===== src/ehs_regs.svh =====
// register offsets, field positions, reset values and timing figures of the hdr sequencer
`ifndef EHS_REGS_SVH
`define EHS_REGS_SVH

// register addresses
`define EHS_A_SENSOR 7'h27
`define EHS_A_EXPCTL 7'h29
`define EHS_A_EVEN0 7'h2A
`define EHS_A_EVEN1 7'h2B
`define EHS_A_EVEN2 7'h2C
`define EHS_A_KNEE1_0 7'h30
`define EHS_A_KNEE1_1 7'h31
`define EHS_A_KNEE1_2 7'h32
`define EHS_A_KNEE2_0 7'h33
`define EHS_A_KNEE2_1 7'h34
`define EHS_A_KNEE2_2 7'h35
`define EHS_A_SLOPES 7'h36
`define EHS_A_ODD0 7'h38
`define EHS_A_ODD1 7'h39
`define EHS_A_ODD2 7'h3A
`define EHS_A_OVH 7'h49
`define EHS_A_CLIP2 7'h59
`define EHS_A_CLIP3 7'h5A

// field positions
`define EHS_B_MONO 0
`define EHS_B_EXT 0
`define EHS_B_ILV 1
`define EHS_B_CLIP_EN 6

// reset values
`define EHS_RST_MONO 1'h1
`define EHS_RST_EXT 1'h0
`define EHS_RST_ILV 1'h0
`define EHS_RST_EXP 24'h000800
`define EHS_RST_KNEE 24'h000001
`define EHS_RST_SLOPES 2'h1
`define EHS_RST_CLIP 7'h60
`define EHS_RST_OVH 8'h0A

// duration = 129 clocks * (0.43 * overhead + field), kept in hundredths
`define EHS_CYC_MULT 32'h00000081
`define EHS_OVH_NUM 32'h0000002B
`define EHS_UNIT_DEN 32'h00000064

`endif


===== src/ehs_pkg.sv =====
// types shared by the hdr exposure sequencer
package ehs_pkg;

    typedef struct packed {
        logic wr;
        logic rd;
        logic [6:0] addr;
        logic [7:0] wdata;
    } ehs_reg_req_t;

    typedef struct packed {
        logic mono;
        logic ext;
        logic ilv;
        logic [23:0] even_len;
        logic [23:0] knee1_len;
        logic [23:0] knee2_len;
        logic [1:0] slopes;
        logic [23:0] odd_len;
        logic [6:0] clip2;
        logic [6:0] clip3;
        logic [7:0] ovh;
    } ehs_cfg_t;

    typedef enum logic [2:0] {
        ST_IDLE = 3'b000,
        ST_MAIN = 3'b001,
        ST_KNEE1 = 3'b010,
        ST_KNEE2 = 3'b011,
        ST_EXT = 3'b100,
        ST_TAIL = 3'b101,
        ST_ODD = 3'b110
    } ehs_state_t;

    typedef enum logic [1:0] {
        CLIP_NONE = 2'b00,
        CLIP_TWO = 2'b01,
        CLIP_THREE = 2'b10
    } ehs_clip_t;

endpackage : ehs_pkg


===== src/ehs_hdr_sequencer.sv =====
// hdr exposure sequencer: interleaved rows and piecewise linear clipping
// Notes on behaviour
// - all hdr modes work internal and external
// - interleave enable at 41 bit 1
// - even rows use 42..44 when interleaved
// - odd rows use 56..58 when interleaved
// - span = 129 clocks times (0.43*ovh+field)
// - pin a times even, pin b odd when interleaved
// - sensor bit 0 groups rows by Bayer
// - clip level changes twice, three slopes max
// - slope count at 54 bits 1:0
// - first knee span from 48..50
// - second knee span from 51..53
// - clip three: enable bit 6, level 5:0
// - clip two: enable bit 6, level 5:0
// - 42..44 is total span holding knees
// - clip levels place knees, spans set slopes
// - 41 bit 0 picks pin or register timing
// - overhead length taken from register 73
// - external span: pin a rise to request rise, then an overhead tail
`timescale 1ns/1ps
`include "ehs_regs.svh"
module ehs_hdr_sequencer
    import ehs_pkg::*;
(
    input wire logic clk_i,
    input wire logic resetn_i,
    input wire logic ce_i,
    input wire ehs_reg_req_t reg_req_i,
    output logic [7:0] reg_rdata_o,
    input wire logic exposure_pin_a_i,
    input wire logic exposure_pin_b_i,
    input wire logic frame_req_i,
    output logic expose_even_o,
    output logic expose_odd_o,
    output logic clip_active_o,
    output logic [5:0] clip_level_o,
    output logic row_pair_group_o,
    output logic busy_o,
    output logic exposure_done_o
);

    // pin synchronisers, then one more stage for edges
    logic [2:0] pins, s1_q, s2_q, prev_q;
    assign pins = {frame_req_i, exposure_pin_b_i, exposure_pin_a_i};

    genvar gi;
    generate
        for (gi = 0; gi < 3; gi++)
        begin : g_sync
            always_ff @(posedge clk_i or negedge resetn_i)
            begin
                if (!resetn_i)
                begin
                    s1_q[gi] <= 1'b0;
                    s2_q[gi] <= 1'b0;
                    prev_q[gi] <= 1'b0;
                end
                else if (ce_i)
                begin
                    s1_q[gi] <= pins[gi];
                    s2_q[gi] <= s1_q[gi];
                    prev_q[gi] <= s2_q[gi];
                end
            end
        end
    endgenerate

    logic a_rise, b_rise, fr_rise;
    assign a_rise = s2_q[0] & ~prev_q[0];
    assign b_rise = s2_q[1] & ~prev_q[1];
    assign fr_rise = s2_q[2] & ~prev_q[2];

    // configuration registers
    ehs_cfg_t cfg_q, cfg_d;
    logic [7:0] rdata_q, rdata_d;

    always_comb
    begin
        cfg_d = cfg_q;
        rdata_d = rdata_q;
        if (reg_req_i.wr)
        begin
            unique case (reg_req_i.addr)
                `EHS_A_SENSOR: cfg_d.mono = reg_req_i.wdata[`EHS_B_MONO];
                `EHS_A_EXPCTL:
                begin
                    cfg_d.ext = reg_req_i.wdata[`EHS_B_EXT];
                    cfg_d.ilv = reg_req_i.wdata[`EHS_B_ILV];
                end
                `EHS_A_EVEN0: cfg_d.even_len[7:0] = reg_req_i.wdata;
                `EHS_A_EVEN1: cfg_d.even_len[15:8] = reg_req_i.wdata;
                `EHS_A_EVEN2: cfg_d.even_len[23:16] = reg_req_i.wdata;
                `EHS_A_KNEE1_0: cfg_d.knee1_len[7:0] = reg_req_i.wdata;
                `EHS_A_KNEE1_1: cfg_d.knee1_len[15:8] = reg_req_i.wdata;
                `EHS_A_KNEE1_2: cfg_d.knee1_len[23:16] = reg_req_i.wdata;
                `EHS_A_KNEE2_0: cfg_d.knee2_len[7:0] = reg_req_i.wdata;
                `EHS_A_KNEE2_1: cfg_d.knee2_len[15:8] = reg_req_i.wdata;
                `EHS_A_KNEE2_2: cfg_d.knee2_len[23:16] = reg_req_i.wdata;
                `EHS_A_SLOPES: cfg_d.slopes = reg_req_i.wdata[1:0];
                `EHS_A_ODD0: cfg_d.odd_len[7:0] = reg_req_i.wdata;
                `EHS_A_ODD1: cfg_d.odd_len[15:8] = reg_req_i.wdata;
                `EHS_A_ODD2: cfg_d.odd_len[23:16] = reg_req_i.wdata;
                `EHS_A_OVH: cfg_d.ovh = reg_req_i.wdata;
                `EHS_A_CLIP2: cfg_d.clip2 = reg_req_i.wdata[6:0];
                `EHS_A_CLIP3: cfg_d.clip3 = reg_req_i.wdata[6:0];
                default: ;
            endcase
        end
        if (reg_req_i.rd)
        begin
            unique case (reg_req_i.addr)
                `EHS_A_SENSOR: rdata_d = {7'h00, cfg_q.mono};
                `EHS_A_EXPCTL: rdata_d = {6'h00, cfg_q.ilv, cfg_q.ext};
                `EHS_A_EVEN0: rdata_d = cfg_q.even_len[7:0];
                `EHS_A_EVEN1: rdata_d = cfg_q.even_len[15:8];
                `EHS_A_EVEN2: rdata_d = cfg_q.even_len[23:16];
                `EHS_A_KNEE1_0: rdata_d = cfg_q.knee1_len[7:0];
                `EHS_A_KNEE1_1: rdata_d = cfg_q.knee1_len[15:8];
                `EHS_A_KNEE1_2: rdata_d = cfg_q.knee1_len[23:16];
                `EHS_A_KNEE2_0: rdata_d = cfg_q.knee2_len[7:0];
                `EHS_A_KNEE2_1: rdata_d = cfg_q.knee2_len[15:8];
                `EHS_A_KNEE2_2: rdata_d = cfg_q.knee2_len[23:16];
                `EHS_A_SLOPES: rdata_d = {6'h00, cfg_q.slopes};
                `EHS_A_ODD0: rdata_d = cfg_q.odd_len[7:0];
                `EHS_A_ODD1: rdata_d = cfg_q.odd_len[15:8];
                `EHS_A_ODD2: rdata_d = cfg_q.odd_len[23:16];
                `EHS_A_OVH: rdata_d = cfg_q.ovh;
                `EHS_A_CLIP2: rdata_d = {1'b0, cfg_q.clip2};
                `EHS_A_CLIP3: rdata_d = {1'b0, cfg_q.clip3};
                default: rdata_d = 8'h00;
            endcase
        end
    end

    always_ff @(posedge clk_i or negedge resetn_i)
    begin
        if (!resetn_i)
        begin
            cfg_q.mono <= `EHS_RST_MONO;
            cfg_q.ext <= `EHS_RST_EXT;
            cfg_q.ilv <= `EHS_RST_ILV;
            cfg_q.even_len <= `EHS_RST_EXP;
            cfg_q.knee1_len <= `EHS_RST_KNEE;
            cfg_q.knee2_len <= `EHS_RST_KNEE;
            cfg_q.slopes <= `EHS_RST_SLOPES;
            cfg_q.odd_len <= `EHS_RST_EXP;
            cfg_q.clip2 <= `EHS_RST_CLIP;
            cfg_q.clip3 <= `EHS_RST_CLIP;
            cfg_q.ovh <= `EHS_RST_OVH;
            rdata_q <= 8'h00;
        end
        else if (ce_i)
        begin
            cfg_q <= cfg_d;
            rdata_q <= rdata_d;
        end
    end

    // span lengths in hundredths of a 129-clock unit
    function automatic logic [31:0] ehs_units(input logic [7:0] ovh, input logic [23:0] len);
        return {24'h000000, ovh} * `EHS_OVH_NUM + {8'h00, len} * `EHS_UNIT_DEN;
    endfunction : ehs_units

    function automatic logic [31:0] ehs_sub(input logic [31:0] a, input logic [31:0] b);
        return (a > b) ? a - b : 32'h00000001;
    endfunction : ehs_sub

    logic [31:0] u_total, u_odd, u_k1, u_k2, u_main, u_ovh;
    logic pwl, three;
    assign pwl = (cfg_q.slopes >= 2'h2) && !cfg_q.ilv;
    assign three = (cfg_q.slopes == 2'h3);
    assign u_total = ehs_units(cfg_q.ovh, cfg_q.even_len);
    assign u_odd = ehs_units(cfg_q.ovh, cfg_q.odd_len);
    assign u_k1 = ehs_units(cfg_q.ovh, cfg_q.knee1_len);
    assign u_k2 = ehs_units(cfg_q.ovh, cfg_q.knee2_len);
    assign u_ovh = ehs_units(cfg_q.ovh, 24'h000000) | {31'h0, cfg_q.ovh == 8'h00};
    // knees sit at the end of the total span
    assign u_main = !pwl ? u_total
        : (three ? ehs_sub(ehs_sub(u_total, u_k1), u_k2) : ehs_sub(u_total, u_k1));

    // span timers: a for main and knees, b for odd rows
    logic start_a, start_b, done_a, done_b, busy_b;
    logic [31:0] units_a;

    ehs_span_timer u_timer_a (
        .clk_i(clk_i),
        .resetn_i(resetn_i),
        .ce_i(ce_i),
        .start_i(start_a),
        .units_i(units_a),
        .done_o(done_a),
        .busy_o()
    );

    ehs_span_timer u_timer_b (
        .clk_i(clk_i),
        .resetn_i(resetn_i),
        .ce_i(ce_i),
        .start_i(start_b),
        .units_i(u_odd),
        .done_o(done_b),
        .busy_o(busy_b)
    );

    // exposure sequencer
    ehs_state_t st_q, st_d;
    ehs_clip_t clip_q, clip_d;
    logic even_q, even_d, odd_q, odd_d, done_q, done_d, knee_q, knee_d;
    logic act_q, act_d, grp_q, grp_d, busy_q, busy_d;
    logic [5:0] lvl_q, lvl_d;

    always_comb
    begin
        st_d = st_q;
        clip_d = clip_q;
        even_d = even_q;
        odd_d = odd_q;
        knee_d = knee_q;
        done_d = 1'b0;
        start_a = 1'b0;
        start_b = 1'b0;
        units_a = u_main;
        if (done_b)
            odd_d = 1'b0;
        unique case (st_q)
            ST_IDLE:
            begin
                clip_d = CLIP_NONE;
                knee_d = 1'b0;
                if (!cfg_q.ext && fr_rise)
                begin
                    start_a = 1'b1;
                    start_b = cfg_q.ilv;
                    even_d = 1'b1;
                    odd_d = 1'b1;
                    st_d = ST_MAIN;
                end
                else if (cfg_q.ext && a_rise)
                begin
                    even_d = 1'b1;
                    odd_d = !cfg_q.ilv;
                    st_d = ST_EXT;
                end
            end
            ST_MAIN:
            begin
                if (done_a)
                begin
                    if (pwl)
                    begin
                        start_a = 1'b1;
                        units_a = u_k1;
                        clip_d = CLIP_TWO;
                        st_d = ST_KNEE1;
                    end
                    else if (cfg_q.ilv && busy_b)
                    begin
                        even_d = 1'b0;
                        st_d = ST_ODD;
                    end
                    else
                        st_d = ST_IDLE;
                end
            end
            ST_KNEE1:
            begin
                if (done_a)
                begin
                    if (three)
                    begin
                        start_a = 1'b1;
                        units_a = u_k2;
                        clip_d = CLIP_THREE;
                        st_d = ST_KNEE2;
                    end
                    else
                        st_d = ST_IDLE;
                end
            end
            ST_KNEE2:
            begin
                if (done_a)
                    st_d = ST_IDLE;
            end
            ST_ODD:
            begin
                if (!busy_b)
                    st_d = ST_IDLE;
            end
            ST_EXT:
            begin
                if (fr_rise)
                begin
                    start_a = 1'b1;
                    units_a = u_ovh;
                    st_d = ST_TAIL;
                end
                else if (b_rise && cfg_q.ilv)
                    odd_d = 1'b1;
                else if (b_rise && pwl && !knee_q)
                begin
                    clip_d = CLIP_TWO;
                    knee_d = 1'b1;
                end
                else if (b_rise && pwl && three)
                    clip_d = CLIP_THREE;
            end
            ST_TAIL:
            begin
                if (done_a)
                    st_d = ST_IDLE;
            end
            default: st_d = ST_IDLE;
        endcase
        if (st_q != ST_IDLE && st_d == ST_IDLE)
        begin
            even_d = 1'b0;
            odd_d = 1'b0;
            clip_d = CLIP_NONE;
            done_d = 1'b1;
        end
        // clip level only drives the pixels when its enable bit is set
        act_d = (clip_d == CLIP_TWO && cfg_q.clip2[`EHS_B_CLIP_EN])
            || (clip_d == CLIP_THREE && cfg_q.clip3[`EHS_B_CLIP_EN]);
        lvl_d = (clip_d == CLIP_THREE) ? cfg_q.clip3[5:0] : cfg_q.clip2[5:0];
        grp_d = cfg_q.ilv && !cfg_q.mono;
        busy_d = (st_d != ST_IDLE);
    end

    always_ff @(posedge clk_i or negedge resetn_i)
    begin
        if (!resetn_i)
        begin
            st_q <= ST_IDLE;
            clip_q <= CLIP_NONE;
            even_q <= 1'b0;
            odd_q <= 1'b0;
            knee_q <= 1'b0;
            done_q <= 1'b0;
            act_q <= 1'b0;
            lvl_q <= 6'h00;
            grp_q <= 1'b0;
            busy_q <= 1'b0;
        end
        else if (ce_i)
        begin
            st_q <= st_d;
            clip_q <= clip_d;
            even_q <= even_d;
            odd_q <= odd_d;
            knee_q <= knee_d;
            done_q <= done_d;
            act_q <= act_d;
            lvl_q <= lvl_d;
            grp_q <= grp_d;
            busy_q <= busy_d;
        end
    end

    assign reg_rdata_o = rdata_q;
    assign expose_even_o = even_q;
    assign expose_odd_o = odd_q;
    assign clip_active_o = act_q;
    assign clip_level_o = lvl_q;
    assign row_pair_group_o = grp_q;
    assign busy_o = busy_q;
    assign exposure_done_o = done_q;
endmodule : ehs_hdr_sequencer


===== src/ehs_span_timer.sv =====
// timer that runs one exposure or knee span given in hundredths of 129-clock units
`timescale 1ns/1ps
`include "ehs_regs.svh"
module ehs_span_timer
    import ehs_pkg::*;
(
    input wire logic clk_i,
    input wire logic resetn_i,
    input wire logic ce_i,
    input wire logic start_i,
    input wire logic [31:0] units_i,
    output logic done_o,
    output logic busy_o
);
    logic [39:0] acc_q, acc_d, tgt_q, tgt_d, nxt;
    logic busy_q, busy_d, done_q, done_d;

    always_comb
    begin
        acc_d = acc_q;
        tgt_d = tgt_q;
        busy_d = busy_q;
        done_d = 1'b0;
        nxt = acc_q + {8'h00, `EHS_UNIT_DEN};
        if (start_i)
        begin
            // whole cycles, rounded up: ceil(129 * units / 100)
            acc_d = 40'h0000000000;
            tgt_d = {8'h00, units_i} * {8'h00, `EHS_CYC_MULT};
            busy_d = 1'b1;
        end
        else if (busy_q)
        begin
            if (nxt >= tgt_q)
            begin
                busy_d = 1'b0;
                done_d = 1'b1;
            end
            else
            begin
                acc_d = nxt;
            end
        end
    end

    always_ff @(posedge clk_i or negedge resetn_i)
    begin
        if (!resetn_i)
        begin
            acc_q <= 40'h0000000000;
            tgt_q <= 40'h0000000000;
            busy_q <= 1'b0;
            done_q <= 1'b0;
        end
        else if (ce_i)
        begin
            acc_q <= acc_d;
            tgt_q <= tgt_d;
            busy_q <= busy_d;
            done_q <= done_d;
        end
    end

    assign done_o = done_q;
    assign busy_o = busy_q;

    // helper: busy cycles of the current span
    logic [39:0] cyc_q;
    always_ff @(posedge clk_i or negedge resetn_i)
    begin
        if (!resetn_i)
            cyc_q <= 40'h0000000000;
        else if (ce_i)
            cyc_q <= start_i ? 40'h0000000000 : (busy_q ? cyc_q + 40'h0000000001 : cyc_q);
    end
endmodule : ehs_span_timer


===== config.mk =====
export PLATFORM = sky130hd
export DESIGN_NAME = ehs_hdr_sequencer
export DESIGN_NICKNAME = d
export VERILOG_FILES = /design/src/ehs_pkg.sv /design/src/ehs_hdr_sequencer.sv /design/src/ehs_span_timer.sv
export VERILOG_INCLUDE_DIRS = /design/src
export SDC_FILE = /design/constraint.sdc
export NUM_CORES = 2
export LEC_CHECK = 0
export ABC_AREA = 1
export BUFFER_PORTS_ARGS = -buffer_cell sky130_fd_sc_hd__buf_2
export CELL_PAD_IN_SITES_DETAIL_PLACEMENT = 0
export CELL_PAD_IN_SITES_GLOBAL_PLACEMENT = 1
export CORE_MARGIN = 2
export CORE_UTILIZATION = 44
export CTS_CLUSTER_SIZE = 10
export DETAILED_ROUTE_END_ITERATION = 12
export PLACE_DENSITY_LB_ADDON = 0.1
export REMOVE_ABC_BUFFERS = 1
export SYNTH_ARGS = -nofsm -noshare
export SYNTH_HDL_FRONTEND = slang
export SYNTH_SLANG_ARGS = --single-unit

===== constraint.sdc =====
create_clock -name clk_i -period 21.9 [get_ports clk_i]
set_clock_uncertainty 0.05 [all_clocks]
set_input_delay 3.285 -clock clk_i [delete_from_list [all_inputs] [get_ports clk_i]]
set_output_delay 3.285 -clock clk_i [all_outputs]
set_load 0.005 [all_outputs]

==> results_dict.tcl <==
set metrics [dict create \
    clockBufferDepth 3 \
    rrSetupSlack_ns 5.96 \
    overflow 0 \
    finalSetupTns_ns 0 \
    grt_pass1_wl_mm 194.7 \
    outcome "finished, final reports clean" \
    yosysTopAreaCell "ha_1" \
    rsz0062_at_grt "no" \
    io_buffers 42 \
    synth.distinct_cells 67 \
    place_ws_ns 5.864 \
    r2r-start "cfg_q[1]" \
    synth.avg_cell_area_um2 7.118 \
    pwr_density_cell_nw_per_um2 92.26 \
    arrival_ns 16.34 \
    cts.sinks 318 \
    cts-root-buf "clkbuf_16" \
    slowest_delay_ns 0.66 \
    power_frac_comb_pct 63.3 \
    p_leak_nw 23.43 \
    cts_made_buffers 41 \
    rr_worst_depth 82 \
    worst_slew_pin_slew_ns 1.328 \
    die_x_um 304.2 \
    switching_share_pct 51.27 \
    grt_max_degree 108 \
    route.detailed.drc 0 \
    drt_wl_total_mm 122.3 \
    power_switching_mw 2.010 \
    ir_drop_uv 58.45 \
    seqPwrFrac_pct 19.8 \
    grt_antenna_before_repair 1 \
    startpoint_type "register" \
    post_drt_wl_per_cell_um 18.00 \
    dp_hpwl_mm 102.1 \
    fin_crit_ns 15.94 \
    drv_slew 0 \
    synthTopCellsByCount "nand2_1 (1142), inv_1 (1066), ha_1 (681)" \
    pwr-share-clk_pct 16.8 \
    drive_gt1_share_pct 4.378 \
    post_cts_buffers 0 \
    timing.hold.ws_ns 0.4200 \
    synth_seq_cells 318 \
    routabilityCongestion 0.9515 \
    max_slew_margin_pct 10.68 \
    die_h_um 304.2 \
    min_path_type "register to register" \
    grt_usage_pct 26.44 \
    vias 35350 \
    finalHoldViolations 0 \
    cts_resized 0 \
    finish.instance_area_um2 42490 \
    core_um2 89600 \
    htreeDepth 2 \
    synth_edf_count 0 \
    cts_hold_buf 0 \
    ys_seq_area_share_pct 20.11 \
    synth_simple_gate_area_share_pct 21.22 \
    synth_top_family_by_area "adder cells" \
    setup_viol 0 \
    holdPathStages 2 \
    min_to "s2_q[0]" \
    num-nets-final 6388 \
    yosysWarningCount 0 \
    synth_most_common_cell "nand2_1" \
    period_share_pct 72.78 \
    cp_max_fo 29 \
    clkSlewWorstSetupHoldPaths_ns 0.06 \
    fin_ws_ns 5.960 \
    r2r-end "u_timer_a.tgt_q[37]" \
    initial_core_util_pct 44.25 \
    synth_compound_area_share_pct 15.13 \
    clock.fmax_mhz 62.74 \
    ioPinCount 43 \
    die_area_um2 92520 \
    antennaDiodeCount 0 \
    insertion_delay_ns 0.58 \
    grt_pass1_vias 34340 \
    setup.worst_path.class "register to register" \
    cts_tree "built" \
    required_ns 22.30 \
    hold_start "s1_q[0]" \
    crit_path_end_kind "register" \
    synth_flop_cell "dfrtp_1" \
    yosysTopAreaCellShare_pct 21.49 \
    dr.first_iter.drc_count 2294 \
    firstDrtPassIters 7 \
    fp-row-count 110 \
    vias_per_cell 5.202 \
    cp_slowest_cell "nand2_1" \
    syn_area_um2 39650 \
    area_growth_pct 7.170 \
    drv_cap 0 \
    synthMuxAreaShare_pct 0 \
    placed_area_um2 41220 \
    cp_common_cell "inv_1" \
    postSynthCellCount 5570 \
    synth_area_leaders "ha_1 (21%), dfrtp_1 (19%), nand2_1 (11%)" \
    intPower_mw 1.910 \
    drtAntennaViolNets 0 \
    postSynth.asyncResetShare_pct 100.0 \
    synthAdderAreaFrac_pct 26.09 \
    synth_xor_area_share_pct 6.274 \
]
==> critical path: cells and delay by family (launching register included) <==
kind	cells	cell delay, ns
simple gates	30	5.20
compound gates	22	4.11
xor+xnor	2	0.31
buf+inv	18	1.81
fa+ha+maj	10	3.70
flops	1	0.62
==> kinds of logic after synthesis <==
group / count (synthesis)
flops: 318
xor+xnor: 284
buf+inv: 1178
simple gates: 1971
compound gates: 1047
fa+ha+maj: 772
==> worst max path at each step <==
stage | from | to | slack, ns | depth (start not counted)
after floorplan | cfg_q[1] | u_timer_a.tgt_q[37] | 8.13 | 81
after global placement | cfg_q[1] | u_timer_a.tgt_q[37] | 6.13 | 82
after detailed placement | cfg_q[1] | u_timer_a.tgt_q[37] | 5.86 | 82
after CTS | cfg_q[1] | u_timer_a.tgt_q[37] | 5.84 | 82
after global routing | cfg_q[1] | u_timer_a.tgt_q[37] | 4.05 | 82
final | cfg_q[1] | u_timer_a.tgt_q[37] | 5.96 | 82
==> cell usage in the layout (no fill, tap or decap), types with 15 or more instances in the layout <==
cell type and instances:
xnor2_1 77, dfrtp_1 306, nand2_2 36, nor3_1 65
buf_4 31, nand4_1 65, xor2_1 207, buf_2 41
o21bai_1 20, clkbuf_16 41, o21ai_1 15, o21ai_0 410
a211oi_1 19, nand2_1 1142, clkbuf_1 16, nor4_1 21
nand3_1 232, a31oi_1 27, o2111ai_1 15, inv_1 1066
o211ai_1 32, fa_1 91, inv_2 15, nor2_1 332
a21oi_1 327, ha_1 681, o22ai_1 60
==> routing by layer <==
metal | track usage (%) | wire length [um]
met5 | 0 | 0
met3 | 2.117 | 4243
met4 | 7.879 | 3703
met2 | 42.06 | 53390
met1 | 38.16 | 60960
==> registers in the layout, summed over array words and instances (netlist names) <==
name	cells
u_timer_b.acc_q	38
u_timer_b.busy_o	1
clip_q	2
exposure_done_o	1
busy_o	1
u_timer_a.busy_o	1
st_q	3
u_timer_a.acc_q	38
u_timer_a.done_o	1
clip_level_o	6
expose_odd_o	1
s1_q	3
s2_q	3
row_pair_group_o	1
u_timer_b.tgt_q	40
cfg_q	123
expose_even_o	1
reg_rdata_o	8
u_timer_a.tgt_q	40
u_timer_b.done_o	1
knee_q	1
prev_q	3
clip_active_o	1
==> per-stage QoR <==
step,cells,utilization [%],power (mW)
floorplan,5477,-,2.497
global placement,6726,46.00,3.248
detailed placement,6726,46.00,3.233
CTS,6795,47.42,3.923
global route,6795,47.42,4.289
finish,6795,47.42,3.920
==> layout make-up <==
class,count,area [um2]
Clock buffer,62,1155
Clock inverter,7,115.1
Fill cell,9405,47110
Inverter,1085,4073
Multi-Input combinational cell,4074,27250
Sequential cell,318,7973
Tap cell,1176,1471
Timing Repair Buffer,73,452.9
==> power groups by stage <==
stage	Sequential, mW	Combinational (mW)	Clock, mW
CTS	0.777	2.47	0.673
global placement	0.784	2.46	0
finish	0.777	2.48	0.659
global route	0.791	2.80	0.698
floorplan	0.759	1.74	0
detailed placement	0.785	2.45	0
No activity file was read; power rests on OpenSTA's default activity.
